<file path="src/rtl/drs_pkg.sv">
/*
 * Constants, register map and carrier types for the display reset and standby sequencer.
 * Assumes a single 50 MHz main clock; every cycle count below is derived from that period.
 */
package drs_pkg;
	// Main clock period and the nominal period of the reference main clock of the device
	localparam int CLK_PERIOD_NS = 20;
	localparam int MAIN20_PERIOD_NS = 50;
	// Internal reset hold after a source releases, least time
	localparam int RESET_HOLD_US = 4;
	localparam int RESET_HOLD_CYC = (RESET_HOLD_US * 1000 + CLK_PERIOD_NS - 1) / CLK_PERIOD_NS;
	// Initialisation window with host access locked out
	localparam int INIT_WINDOW_US = 60;
	localparam int INIT_WINDOW_CYC = (INIT_WINDOW_US * 1000) / CLK_PERIOD_NS;
	// Supply must stay low for more than this before power-down asserts
	localparam int PD_FILTER_NS = 50;
	localparam int PD_FILTER_CYC = PD_FILTER_NS / CLK_PERIOD_NS + 1;
	// Power-down extension after the supply is back
	localparam int PD_EXTEND_US = 50;
	localparam int PD_EXTEND_CYC = (PD_EXTEND_US * 1000) / CLK_PERIOD_NS;
	// Reference high phase must last two periods of the 20 MHz clock
	localparam int REL_EDGE_NS = 2 * MAIN20_PERIOD_NS;
	localparam int REL_EDGE_CYC = (REL_EDGE_NS + CLK_PERIOD_NS - 1) / CLK_PERIOD_NS;
	// Reference divide ratio for the 1 MHz standby tick
	localparam int REF_DIV = 5;
	// Register byte offsets
	localparam logic [7:0] REG_CTRL = 8'h00;
	localparam logic [7:0] REG_HCFG = 8'h04;
	localparam logic [7:0] REG_VCFG = 8'h08;
	localparam logic [7:0] REG_STATUS = 8'h0C;
	localparam logic [7:0] REG_DEFL = 8'h10;
	// Control bit positions
	localparam int CTRL_LOOP_EN_BIT = 0;
	localparam int CTRL_FB_SHUT_BIT = 1;
	// Defaults ROM contents
	localparam logic [15:0] CTRL_DEFAULT = 16'h0000;
	localparam logic [15:0] HCFG_DEFAULT = 16'h4018;
	localparam logic [15:0] VCFG_DEFAULT = 16'h0020;
	// Reset value of every cleared register
	localparam logic [15:0] ZERO16 = 16'h0000;

	// Reset and initialisation sequence, Gray coded
	typedef enum logic [1:0] {
		SEQ_RESET = 2'b00,
		SEQ_HOLD = 2'b01,
		SEQ_INIT = 2'b11,
		SEQ_RUN = 2'b10
	} drs_state_type;

	// Status word as read by software
	typedef struct packed {
		logic [6:0] reserved;
		logic no_flyback;
		logic sel_line;
		logic hdrive_stop;
		logic rgb_blank;
		logic standby;
		logic power_down;
		logic released;
		drs_state_type seq_state;
	} drs_status_type;
endpackage

</file>
<file path="src/rtl/drs_top.sv">
/*
 * Reset, initialisation, clock release, standby and tube protection sequencer.
 * Assumes all inputs are synchronous to clk_i, rst_n_i is the standby supply power-on
 * reset, and the line-locked tick arrives as a one-cycle pulse at about 1 MHz.
 */
// The register addresses and the address-and-strobe port were decided locally.
`timescale 1ns/100ps
module drs_top #(
	parameter int ADDR_W = 8,
	parameter int DATA_W = 16,
	parameter int STBY_PERIOD = 64
) (
	input wire logic clk_i,
	input wire logic rst_n_i,
	// Reset sources
	input wire logic reset_pin_n_i,
	input wire logic por_standby_supply_i,
	input wire logic por_digital_supply_i,
	input wire logic clock_missing_i,
	// Digital supply below power-down threshold
	input wire logic digital_supply_low_i,
	// Reference clock and line-locked tick
	input wire logic ref_clock_5mhz_i,
	input wire logic line_tick_i,
	// Field timing and protection inputs
	input wire logic vsync_i,
	input wire logic vflyback_i,
	input wire logic safety_low_i,
	input wire logic safety_high_i,
	// Deflection bus payloads
	input wire logic defl_rx_valid_i,
	input wire logic [DATA_W-1:0] defl_rx_data_i,
	input wire logic [7:0] tube_current_i,
	output logic [DATA_W-1:0] defl_tx_data_o,
	// Register port
	input wire logic [ADDR_W-1:0] reg_addr_i,
	input wire logic [DATA_W-1:0] reg_wdata_i,
	input wire logic reg_write_i,
	input wire logic reg_read_i,
	output logic [DATA_W-1:0] reg_rdata_o,
	// Outputs
	output logic horiz_drive_out_o,
	output logic horiz_drive_out_oe_o,
	output logic ref_clock_out_o,
	output logic rgb_blank_o,
	output logic init_busy_o
);
	// Synchronised power-on reset
	logic rst_meta_ff;
	logic rst_n_sync_ff;
	// Sequence state and timer
	drs_pkg::drs_state_type seq_ff;
	drs_pkg::drs_state_type nxt_seq;
	logic [11:0] seq_timer_ff;
	logic [11:0] nxt_seq_timer;
	logic reset_src;
	logic seq_clear;
	// Registers
	logic [DATA_W-1:0] ctrl_ff;
	logic [DATA_W-1:0] hcfg_ff;
	logic [DATA_W-1:0] vcfg_shadow_ff;
	logic [DATA_W-1:0] vcfg_ff;
	logic vcfg_pending_ff;
	logic [DATA_W-1:0] defl_ff;
	logic [DATA_W-1:0] rdata_ff;
	// Reference sampling, divider and release
	logic ref_q_ff;
	logic [2:0] div_cnt_ff;
	logic stby_tick_ff;
	logic [3:0] hi_cnt_ff;
	logic released_ff;
	logic ref_rise;
	logic ref_fall;
	// Power-down filter and extension
	logic [1:0] low_cnt_ff;
	logic [11:0] ext_cnt_ff;
	logic power_down_ff;
	// Horizontal generator
	logic sel_line_ff;
	logic [7:0] hcnt_ff;
	logic hpulse_ff;
	logic htick;
	logic [7:0] hperiod;
	logic [7:0] hwidth;
	// Protection
	logic safe_lo_ff;
	logic safe_hi_ff;
	logic fb_q_ff;
	logic fb_seen_ff;
	logic no_flyback_ff;
	logic fb_fall;
	logic standby;
	logic running;
	logic hdrive_stop;
	drs_pkg::drs_status_type status;

	// Address match used by both the read and the write path
	function automatic logic addr_is(input logic [ADDR_W-1:0] a, input logic [7:0] off);
		addr_is = (a == ADDR_W'(off));
	endfunction

	// Two-flop release of the power-on reset
	always_ff @(posedge clk_i or negedge rst_n_i) begin
		if (!rst_n_i) begin
			rst_meta_ff <= 1'b0;
			rst_n_sync_ff <= 1'b0;
		end else begin
			rst_meta_ff <= 1'b1;
			rst_n_sync_ff <= rst_meta_ff;
		end
	end

	// Any source starts the sequence; missing video clock counts too
	assign reset_src = ~reset_pin_n_i | por_standby_supply_i | por_digital_supply_i
		| clock_missing_i;
	assign seq_clear = (seq_ff == drs_pkg::SEQ_RESET);
	assign running = (seq_ff == drs_pkg::SEQ_RUN);

	// Sequence next state, timed on the main clock
	always_comb begin
		nxt_seq = seq_ff;
		nxt_seq_timer = seq_timer_ff + 12'h001;
		case (seq_ff)
			drs_pkg::SEQ_RESET: begin
				nxt_seq_timer = 12'h000;
				if (!reset_src) begin
					nxt_seq = drs_pkg::SEQ_HOLD;
				end
			end
			drs_pkg::SEQ_HOLD: begin
				// Internal reset stays active after release
				if (seq_timer_ff == 12'(drs_pkg::RESET_HOLD_CYC - 1)) begin
					nxt_seq = drs_pkg::SEQ_INIT;
					nxt_seq_timer = 12'h000;
				end
			end
			drs_pkg::SEQ_INIT: begin
				// Host locked out for the initialisation window
				if (seq_timer_ff == 12'(drs_pkg::INIT_WINDOW_CYC - 1)) begin
					nxt_seq = drs_pkg::SEQ_RUN;
					nxt_seq_timer = 12'h000;
				end
			end
			drs_pkg::SEQ_RUN: begin
				nxt_seq_timer = 12'h000;
			end
			default: begin
				nxt_seq = drs_pkg::SEQ_RESET;
				nxt_seq_timer = 12'h000;
			end
		endcase
		// A source going active restarts from the top
		if (reset_src) begin
			nxt_seq = drs_pkg::SEQ_RESET;
			nxt_seq_timer = 12'h000;
		end
	end

	// Sequence state registers
	always_ff @(posedge clk_i or negedge rst_n_sync_ff) begin
		if (!rst_n_sync_ff) begin
			seq_ff <= drs_pkg::SEQ_RESET;
			seq_timer_ff <= 12'h000;
		end else begin
			seq_ff <= nxt_seq;
			seq_timer_ff <= nxt_seq_timer;
		end
	end

	// Control registers: cleared in reset, defaults at hold end, host writes when running
	always_ff @(posedge clk_i or negedge rst_n_sync_ff) begin
		if (!rst_n_sync_ff) begin
			ctrl_ff <= drs_pkg::ZERO16;
			hcfg_ff <= drs_pkg::ZERO16;
		end else if (seq_clear) begin
			ctrl_ff <= drs_pkg::ZERO16;
			hcfg_ff <= drs_pkg::ZERO16;
		end else if (seq_ff == drs_pkg::SEQ_HOLD && nxt_seq == drs_pkg::SEQ_INIT) begin
			ctrl_ff <= drs_pkg::CTRL_DEFAULT;
			hcfg_ff <= drs_pkg::HCFG_DEFAULT;
		end else if (reg_write_i && running) begin
			// Clearing loop enable is the controller's standby request
			if (addr_is(reg_addr_i, drs_pkg::REG_CTRL)) begin
				ctrl_ff <= reg_wdata_i & 16'h0003;
			end
			if (addr_is(reg_addr_i, drs_pkg::REG_HCFG)) begin
				hcfg_ff <= reg_wdata_i;
			end
		end
	end

	// Vsync-latched register: shadow takes defaults or writes, active copy waits for vsync
	always_ff @(posedge clk_i or negedge rst_n_sync_ff) begin
		if (!rst_n_sync_ff) begin
			vcfg_shadow_ff <= drs_pkg::ZERO16;
			vcfg_ff <= drs_pkg::ZERO16;
			vcfg_pending_ff <= 1'b0;
		end else if (seq_clear) begin
			vcfg_shadow_ff <= drs_pkg::ZERO16;
			vcfg_ff <= drs_pkg::ZERO16;
			vcfg_pending_ff <= 1'b0;
		end else begin
			if (seq_ff == drs_pkg::SEQ_HOLD && nxt_seq == drs_pkg::SEQ_INIT) begin
				vcfg_shadow_ff <= drs_pkg::VCFG_DEFAULT;
				vcfg_pending_ff <= 1'b1;
			end else if (reg_write_i && running && addr_is(reg_addr_i, drs_pkg::REG_VCFG)) begin
				vcfg_shadow_ff <= reg_wdata_i;
				vcfg_pending_ff <= 1'b1;
			end else if (vsync_i) begin
				vcfg_pending_ff <= 1'b0;
			end
			// Active copy only moves on vertical sync
			if (vsync_i && vcfg_pending_ff) begin
				vcfg_ff <= vcfg_shadow_ff;
			end
		end
	end

	// Deflection bus: values in from the front end, measurement and status out
	always_ff @(posedge clk_i or negedge rst_n_sync_ff) begin
		if (!rst_n_sync_ff) begin
			defl_ff <= drs_pkg::ZERO16;
			defl_tx_data_o <= drs_pkg::ZERO16;
		end else if (seq_clear) begin
			defl_ff <= drs_pkg::ZERO16;
			defl_tx_data_o <= drs_pkg::ZERO16;
		end else if (running && !standby) begin
			if (defl_rx_valid_i) begin
				defl_ff <= defl_rx_data_i;
			end
			defl_tx_data_o <= {status[9:2], tube_current_i};
		end
	end

	// Read path: data one cycle after the strobe, zero when locked or unmapped
	always_ff @(posedge clk_i or negedge rst_n_sync_ff) begin
		if (!rst_n_sync_ff) begin
			rdata_ff <= drs_pkg::ZERO16;
		end else if (reg_read_i && running) begin
			if (addr_is(reg_addr_i, drs_pkg::REG_CTRL)) begin
				rdata_ff <= ctrl_ff;
			end else if (addr_is(reg_addr_i, drs_pkg::REG_HCFG)) begin
				rdata_ff <= hcfg_ff;
			end else if (addr_is(reg_addr_i, drs_pkg::REG_VCFG)) begin
				rdata_ff <= vcfg_ff;
			end else if (addr_is(reg_addr_i, drs_pkg::REG_STATUS)) begin
				rdata_ff <= status;
			end else if (addr_is(reg_addr_i, drs_pkg::REG_DEFL)) begin
				rdata_ff <= defl_ff;
			end else begin
				rdata_ff <= drs_pkg::ZERO16;
			end
		end else begin
			rdata_ff <= drs_pkg::ZERO16;
		end
	end
	assign reg_rdata_o = rdata_ff;

	// Reference edges
	assign ref_rise = ref_clock_5mhz_i & ~ref_q_ff;
	assign ref_fall = ~ref_clock_5mhz_i & ref_q_ff;

	// Standby divider runs through the reset sequence; only power-on resets it
	always_ff @(posedge clk_i or negedge rst_n_sync_ff) begin
		if (!rst_n_sync_ff) begin
			ref_q_ff <= 1'b0;
			div_cnt_ff <= 3'h0;
			stby_tick_ff <= 1'b0;
		end else begin
			ref_q_ff <= ref_clock_5mhz_i;
			stby_tick_ff <= 1'b0;
			if (ref_rise) begin
				// Divide the reference by five for the 1 MHz tick
				if (div_cnt_ff == 3'(drs_pkg::REF_DIV - 1)) begin
					div_cnt_ff <= 3'h0;
					stby_tick_ff <= 1'b1;
				end else begin
					div_cnt_ff <= div_cnt_ff + 3'h1;
				end
			end
		end
	end
	// Controller clock output follows the reference in every mode
	assign ref_clock_out_o = ref_q_ff;

	// Clock release: a fall after a long enough high phase, counted from a rise or from standby reset release
	always_ff @(posedge clk_i or negedge rst_n_sync_ff) begin
		if (!rst_n_sync_ff) begin
			hi_cnt_ff <= 4'h0;
			released_ff <= 1'b0;
		end else if (por_standby_supply_i) begin
			hi_cnt_ff <= 4'h0;
			released_ff <= 1'b0;
		end else begin
			if (ref_rise) begin
				hi_cnt_ff <= 4'h1;
			end else if (ref_q_ff && hi_cnt_ff != 4'hF) begin
				hi_cnt_ff <= hi_cnt_ff + 4'h1;
			end
			// A high phase counts from a seen rise, or from standby power-on reset release if already high
			if (ref_fall && hi_cnt_ff >= 4'(drs_pkg::REL_EDGE_CYC)) begin
				released_ff <= 1'b1;
			end
		end
	end

	// Power-down: filter short dips, stretch after recovery
	always_ff @(posedge clk_i or negedge rst_n_sync_ff) begin
		if (!rst_n_sync_ff) begin
			low_cnt_ff <= 2'h0;
			ext_cnt_ff <= 12'h000;
			power_down_ff <= 1'b0;
		end else if (digital_supply_low_i) begin
			ext_cnt_ff <= 12'h000;
			if (low_cnt_ff == 2'(drs_pkg::PD_FILTER_CYC - 1)) begin
				power_down_ff <= 1'b1;
			end else begin
				low_cnt_ff <= low_cnt_ff + 2'h1;
			end
		end else begin
			low_cnt_ff <= 2'h0;
			if (power_down_ff) begin
				// Hold for the extension after the supply is back
				if (ext_cnt_ff == 12'(drs_pkg::PD_EXTEND_CYC - 1)) begin
					power_down_ff <= 1'b0;
					ext_cnt_ff <= 12'h000;
				end else begin
					ext_cnt_ff <= ext_cnt_ff + 12'h001;
				end
			end
		end
	end

	// Standby when loop enable is clear or power-down is active
	assign standby = ~ctrl_ff[drs_pkg::CTRL_LOOP_EN_BIT] | power_down_ff;

	// Clock selector: reset and standby force the standby clock, switched on a tick
	always_ff @(posedge clk_i or negedge rst_n_sync_ff) begin
		if (!rst_n_sync_ff) begin
			sel_line_ff <= 1'b0;
		end else if (!running || standby) begin
			sel_line_ff <= 1'b0;
		end else if (stby_tick_ff) begin
			sel_line_ff <= 1'b1;
		end
	end

	// Generator tick and drive shape: fixed half period in standby
	assign htick = sel_line_ff ? line_tick_i : stby_tick_ff;
	assign hperiod = standby ? 8'(STBY_PERIOD) : hcfg_ff[15:8];
	assign hwidth = standby ? 8'(STBY_PERIOD / 2) : hcfg_ff[7:0];

	// Drive counter keeps its phase across a changeover, so one phase may stretch
	always_ff @(posedge clk_i or negedge rst_n_sync_ff) begin
		if (!rst_n_sync_ff) begin
			hcnt_ff <= 8'h00;
			hpulse_ff <= 1'b0;
		end else if (!released_ff) begin
			hcnt_ff <= 8'h00;
			hpulse_ff <= 1'b0;
		end else if (htick) begin
			if (hcnt_ff >= hperiod - 8'h01) begin
				hcnt_ff <= 8'h00;
			end else begin
				hcnt_ff <= hcnt_ff + 8'h01;
			end
			hpulse_ff <= (hcnt_ff < hwidth);
		end
	end

	// Safety comparator flags taken on the main clock
	always_ff @(posedge clk_i or negedge rst_n_sync_ff) begin
		if (!rst_n_sync_ff) begin
			safe_lo_ff <= 1'b0;
			safe_hi_ff <= 1'b0;
		end else begin
			safe_lo_ff <= safety_low_i;
			safe_hi_ff <= safety_high_i;
		end
	end

	// Flyback watch: one falling edge per field, else blank the next field
	assign fb_fall = ~vflyback_i & fb_q_ff;
	always_ff @(posedge clk_i or negedge rst_n_sync_ff) begin
		if (!rst_n_sync_ff) begin
			fb_q_ff <= 1'b0;
			fb_seen_ff <= 1'b0;
			no_flyback_ff <= 1'b0;
		end else if (seq_clear) begin
			fb_q_ff <= 1'b0;
			fb_seen_ff <= 1'b0;
			no_flyback_ff <= 1'b0;
		end else begin
			fb_q_ff <= vflyback_i;
			if (vsync_i) begin
				// An edge in the boundary cycle belongs to the new field: set wins over clear
				no_flyback_ff <= ~fb_seen_ff;
				fb_seen_ff <= fb_fall;
			end else if (fb_fall) begin
				fb_seen_ff <= 1'b1;
			end
		end
	end

	// Drive stop above upper threshold, unavailable in standby
	assign hdrive_stop = ~standby & safe_hi_ff;

	// Open-drain drive: pull low during the pulse once released
	assign horiz_drive_out_o = 1'b0;
	assign horiz_drive_out_oe_o = released_ff & hpulse_ff & ~hdrive_stop;

	// RGB blanking from protection, flyback option, standby and sequence
	assign rgb_blank_o = standby | ~running | no_flyback_ff | safe_lo_ff | safe_hi_ff
		| (ctrl_ff[drs_pkg::CTRL_FB_SHUT_BIT] & vflyback_i);
	assign init_busy_o = ~running;

	// Status word
	always_comb begin
		status = '0;
		status.seq_state = seq_ff;
		status.released = released_ff;
		status.power_down = power_down_ff;
		status.standby = standby;
		status.rgb_blank = rgb_blank_o;
		status.hdrive_stop = hdrive_stop;
		status.sel_line = sel_line_ff;
		status.no_flyback = no_flyback_ff;
	end
endmodule // drs_top

</file>
<file path="config.mk">
export PLATFORM = sky130hd
export DESIGN_NAME = drs_top
export DESIGN_NICKNAME = d
export VERILOG_FILES = /design/src/rtl/drs_pkg.sv /design/src/rtl/drs_top.sv
export SDC_FILE = /design/constraint.sdc
export NUM_CORES = 1
export LEC_CHECK = 0
export BUFFER_PORTS_ARGS = -buffer_cell sky130_fd_sc_hd__buf_2
export CAP_MARGIN = 20
export CELL_PAD_IN_SITES_DETAIL_PLACEMENT = 0
export CELL_PAD_IN_SITES_GLOBAL_PLACEMENT = 2
export CORE_MARGIN = 5
export CORE_UTILIZATION = 36
export CTS_CLUSTER_DIAMETER = 80
export DETAILED_ROUTE_END_ITERATION = 6
export PLACE_DENSITY = 0.85
export RECOVER_POWER = 100
export SETUP_SLACK_MARGIN = 0.5
export SLEW_MARGIN = 25
export SYNTH_ARGS = -nofsm -noshare
export SYNTH_HDL_FRONTEND = slang
export SYNTH_SLANG_ARGS = --single-unit
</file>
<file path="constraint.sdc">
create_clock -name clk_i -period 5.45 [get_ports clk_i]
set_input_delay 1.3625 -clock clk_i [delete_from_list [all_inputs] [get_ports clk_i]]
set_output_delay 1.3625 -clock clk_i [all_outputs]
set_load 0.05 [all_outputs]
</file>
**Word-level counts from Yosys, hierarchy flattened**

Index checks and enable logic that the tools add are counted.

- Flip-flop bits (word level): 169
- Bits of input ports: 64
- Output and inout port bits: 37

- Add/subtract/negate cells: 7
- Order comparisons: 3
- Equal/unequal tests: 17
- Multiplexer cells: 69
- Bitwise operators: 25
- Reductions and logical operators: 31

Operators with widths:

| cell | number |
|---|---|
| 16-bit two-way mux | 24 |
| 12-bit two-way mux | 6 |
| 8-bit two-way mux | 5 |
| 12-bit one-hot mux with 3 select lines | 1 |
| 12-bit by 1-bit adder with 12-bit output, second input constant | 2 |
| 12-bit == test, second input constant | 2 |
| 1-bit two-way mux | 23 |
| 3-bit nonzero test | 6 |
| 8-bit by 4-bit == test with 1-bit output, second input constant | 2 |
| 2-bit nonzero test | 7 |
| 12-bit by 8-bit == test with 1-bit output, second input constant | 1 |
| 4-bit two-way mux | 3 |
| 2-bit two-way mux | 5 |
| 1-bit inverter | 9 |
| 1-bit OR | 9 |
| 8-bit by 1-bit adder with 8-bit output, second input constant | 1 |
| 2-bit == test, second input constant | 4 |
| 8-bit by 3-bit == test with 1-bit output, second input constant | 1 |
| 8-bit by 5-bit == test with 1-bit output, second input constant | 1 |
| 8-bit greater-or-equal comparator | 1 |
| 1-bit logical AND | 8 |
| 8-bit logical NOT | 1 |
| 8-bit < comparator | 1 |
| 8-bit by 1-bit subtractor with 8-bit output, second input constant | 1 |
| 18 further kinds | 28 |

**Depth between registers and ports, before layout**

- Depth in word-level cells: 12
- Depth in mapped cells: 12

**Worst setup path after synthesis**

OpenSTA, ideal clock, no wires.

- Path kind: input-to-output
- Start: input vflyback_i
- End: output rgb_blank_o
- Data arrival time: 2.323 ns
- Data required time: 4.088 ns
- Slack: 1.764 ns
- Stages on the path: 2
- Buffers on the path: 0
- Cells stage by stage: a2111oi_0 nand2_1

- Longest elaborated chain between the ends: 2

RTL lines:

| what | line | RTL |
|---|---|---|
| start, declared | drs_top.sv:27 | `input wire logic vflyback_i,` |
| 1-bit AND | drs_top.sv:414 | `\| (ctrl_ff[drs_pkg::CTRL_FB_SHUT_BIT] & vflyback_i);` |
| 1-bit OR | drs_top.sv:414 |  |
| end, declared | drs_top.sv:45 | `output logic rgb_blank_o,` |

Every way passes these cells.

**Worst setup path after layout**

- Start: input reg_addr_i[3]
- End: register vcfg_shadow_ff[5]

- Longest elaborated chain between the ends: 3

RTL lines:

| what | line | RTL |
|---|---|---|
| start, declared | drs_top.sv:36 | `input wire logic [ADDR_W-1:0] reg_addr_i,` |
| 8-bit by 4-bit == test with 1-bit output | drs_top.sv:99 | `addr_is = (a == ADDR_W'(off));` |
| 1-bit logical AND | drs_top.sv:206 | `end else if (reg_write_i && running && addr_is(reg_addr_i, drs_pkg::REG_VCFG)) begin` |
| 3-bit nonzero test (no source line) | -- |  |
| end signal, assigned | drs_top.sv:199 | `vcfg_shadow_ff <= drs_pkg::ZERO16;` |
| end signal, assigned | drs_top.sv:204 | `vcfg_shadow_ff <= drs_pkg::VCFG_DEFAULT;` |
| end signal, assigned | drs_top.sv:207 | `vcfg_shadow_ff <= reg_wdata_i;` |
| end, declared | drs_top.sv:61 | `logic [DATA_W-1:0] vcfg_shadow_ff;` |

Every way passes these cells.
A chain may end at the register's enable or synchronous reset.

==> impl_metrics.ini <==
[clock_network]
cts_buffers = 17
hold_buffers = 0
clk_pin_slew_ns = 0.07
cts_buffer_depth = 2
cts_resized = 0
cts_tree = done
clk_latency_ns = 0.43
cts_sinks = 154
htree_levels = 4
root_buffer = clkbuf_16
post-cts-setup-buffer-count = 0

[logic_synthesis]
yosysWarnings = 0
synth-seq-cells = 154
async_reset_ff_share_pct = 100
yosysSeqAreaShare_pct = 51.5
synth_ff_type = dfrtp_1
syn_inst = 788
synth_edf_count = 0
synth_top_area_share_pct = 51.5
synth_area_leader_cell = dfrtp_1
yosys.cell_types.count = 61
avgSynthCellArea_um2 = 9.50
netlist_area_um2 = 7490
synthTopCellsByArea = dfrtp_1 (51%), nand2_1 (7.0%), a21oi_1 (5.3%), ha_1 (4.0%), nor2_1 (3.8%)

[timing]
setup_viol = 0
whs_ns = 0.353
slew_viol_final = 38
worstMarginPinSlew_ns = 1.57
worst_slack_ns = 1.15
min_period_ns = 4.30
rsz0062_at_grt = false
finalSetupTns_ns = 0
relSlewSlack_pct = -4.68
fmax_mhz = 232
fin_crit_sh_pct = 78.9
finClkSkew_ns = 0.00831
timing.final.hold_violations = 0

[die]
ios = 101
core_um2 = 20400
die_w_um = 154
dieArea_um2 = 23800
initial_core_util_pct = 36.8
rows = 52
dieHeight_um = 154

[critical_path]
crit_type = in2reg
critPathLaunchType = input pin
path_max_fanout = 24
rr_worst_depth = 11
r2r_setup_slack_ns = 1.84
cp_data_arrival_time_ns = 4.59
cp-end-kind = flop
crit_required_ns = 5.74

[power]
design_power_total_uw = 2560
irDropWorstVdd_mv = 0.199
p_per_area_nw_per_um2 = 295
leakagePower_uw = 0.00371

[layout]
area_growth_pct = 15.7
antenna_cells = 0
drive_gt1_share_pct = 11.7
instances_no_fill = 1157
layout_commonest_cell = dfrtp_1
layout_common_cells = dfrtp_1 (154), nand2_1 (140), a21oi_1 (78), nor2_1 (76), buf_2 (57)
final_nets = 962

[routing]
via_per_inst = 5.14
ant_nets = 0
vias = 5943
finalWirelength_mm = 19.8
drt-pass1-iter-count = 4
drt_iter0_markers = 404
drc = 0
wl_per_cell_um = 17.1

[placement]
routabilityCongestion = 0.775
dp.cells = 1125
numPortBuffers = 98
hpwl_mm = 14.0
post-place-ws_ns = 1.44

[grt]
antenna_found_initial = 0
grt.overflow.total = 0
grt_pass1_wl_mm = 31.8
grt_usage_pct = 16.6
grt_max_degree = 116
grt_pass1_vias = 5847

[run_status]
violations = max-capacitance violations, max-slew violations
status = finished with violations

[min_path]
hold_path.class = reg2reg
hold_path_depth = 0

[flow_run]
drv_cap = 1
-- report_power, final --
group	total, µW	switching [µW]	leakage, µW	internal, µW
Sequential	1210	37.0	0.00212	1170
Combinational	193	120	0.00132	73.2
Clock	1150	512	0.000267	640
Total	2560	669	0.00371	1890
-- through the flow --
step,instance area (µm²),utilization (%)
2_1_floorplan,7490,-
3_3_place_gp,8200,40.3
3_5_place_dp,8200,40.3
4_1_cts,8770,43.1
5_1_grt,8660,42.5
6_report,8660,42.5
-- synthesized netlist by cell type, drive strengths merged (4+ instances only) --
cell type    n
nor4         4
a31oi       11
mux2         4
nand3       31
inv         20
nand2      140
ha          24
nor3        24
a22oi        5
and3        14
or2          5
xor2        13
a22o        19
nand4        5
nand2b       8
nor2b        9
nor2        76
xnor2        7
dfrtp      154
a211oi      12
clkbuf      30
mux2i       23
o21ai       22
buf         10
a21oi       79
-- layout make-up --
class	count	area (µm²)
multi-input combinational	575	3330
clock inverter	14	138
inverter	20	75.1
fill	2086	11700
tap	270	338
clock buffer	18	429
timing repair buffer	106	497
sequential	154	3850
-- worst max-delay path: stages --
cell      delay [ns]
clkbuf_1        0.72
nor2b_1         0.74
inv_1           0.17
nor4_4          0.23
clkbuf_1        1.00
mux2i_1         0.27
o21ai_0         0.09
-- worst paths after layout --
check | from | end
min | rst_meta_ff | rst_n_sync_ff
max | reg_addr_i[3] | vcfg_shadow_ff[5]
max in group asynchronous | rst_n_sync_ff | ref_clock_out_o
max reg2reg | hcfg_ff[10] | hcnt_ff[2]
min reg2reg | rst_meta_ff | rst_n_sync_ff
min in group asynchronous | rst_n_sync_ff | defl_ff[15]
-- per-layer routing --
layer  global-route usage [%]  share of wire, %  vias to the layer above
met5                        0                 0                        -
met2                     25.9                47                       93
li1                         -                 -                     2926
met3                     3.52               4.0                       10
met4                     4.21               1.1                        0
met1                     23.7                48                     2914
-- kinds of logic (layout without fill, tap and decap cells) --
kind of cell / count (synthesis) / in the layout / share of synthesized area (%)
compound gates: 169 / 169 / 14.0
xor+xnor: 20 / 20 / 2.34
fa+ha+maj: 24 / 24 / 4.01
buf+inv: 60 / 158 / 3.78
flops: 154 / 154 / 51.5
mux: 27 / 27 / 3.68
other cells: 2 / 3 / 0.100
simple gates: 332 / 332 / 20.7
-- sequential cells by signal, summed over array words and instances, names as in the netlist, 2 cells and up --
signal / count
defl_ff: 16
hcfg_ff: 16
reg_rdata_o: 16
vcfg_ff: 16
vcfg_shadow_ff: 16
defl_tx_data_o: 15
ext_cnt_ff: 12
seq_timer_ff: 12
hcnt_ff: 8
hi_cnt_ff: 4
div_cnt_ff: 3
ctrl_ff: 2
low_cnt_ff: 2
seq_ff: 2
Note: power is estimated with default switching activity, not from simulation.
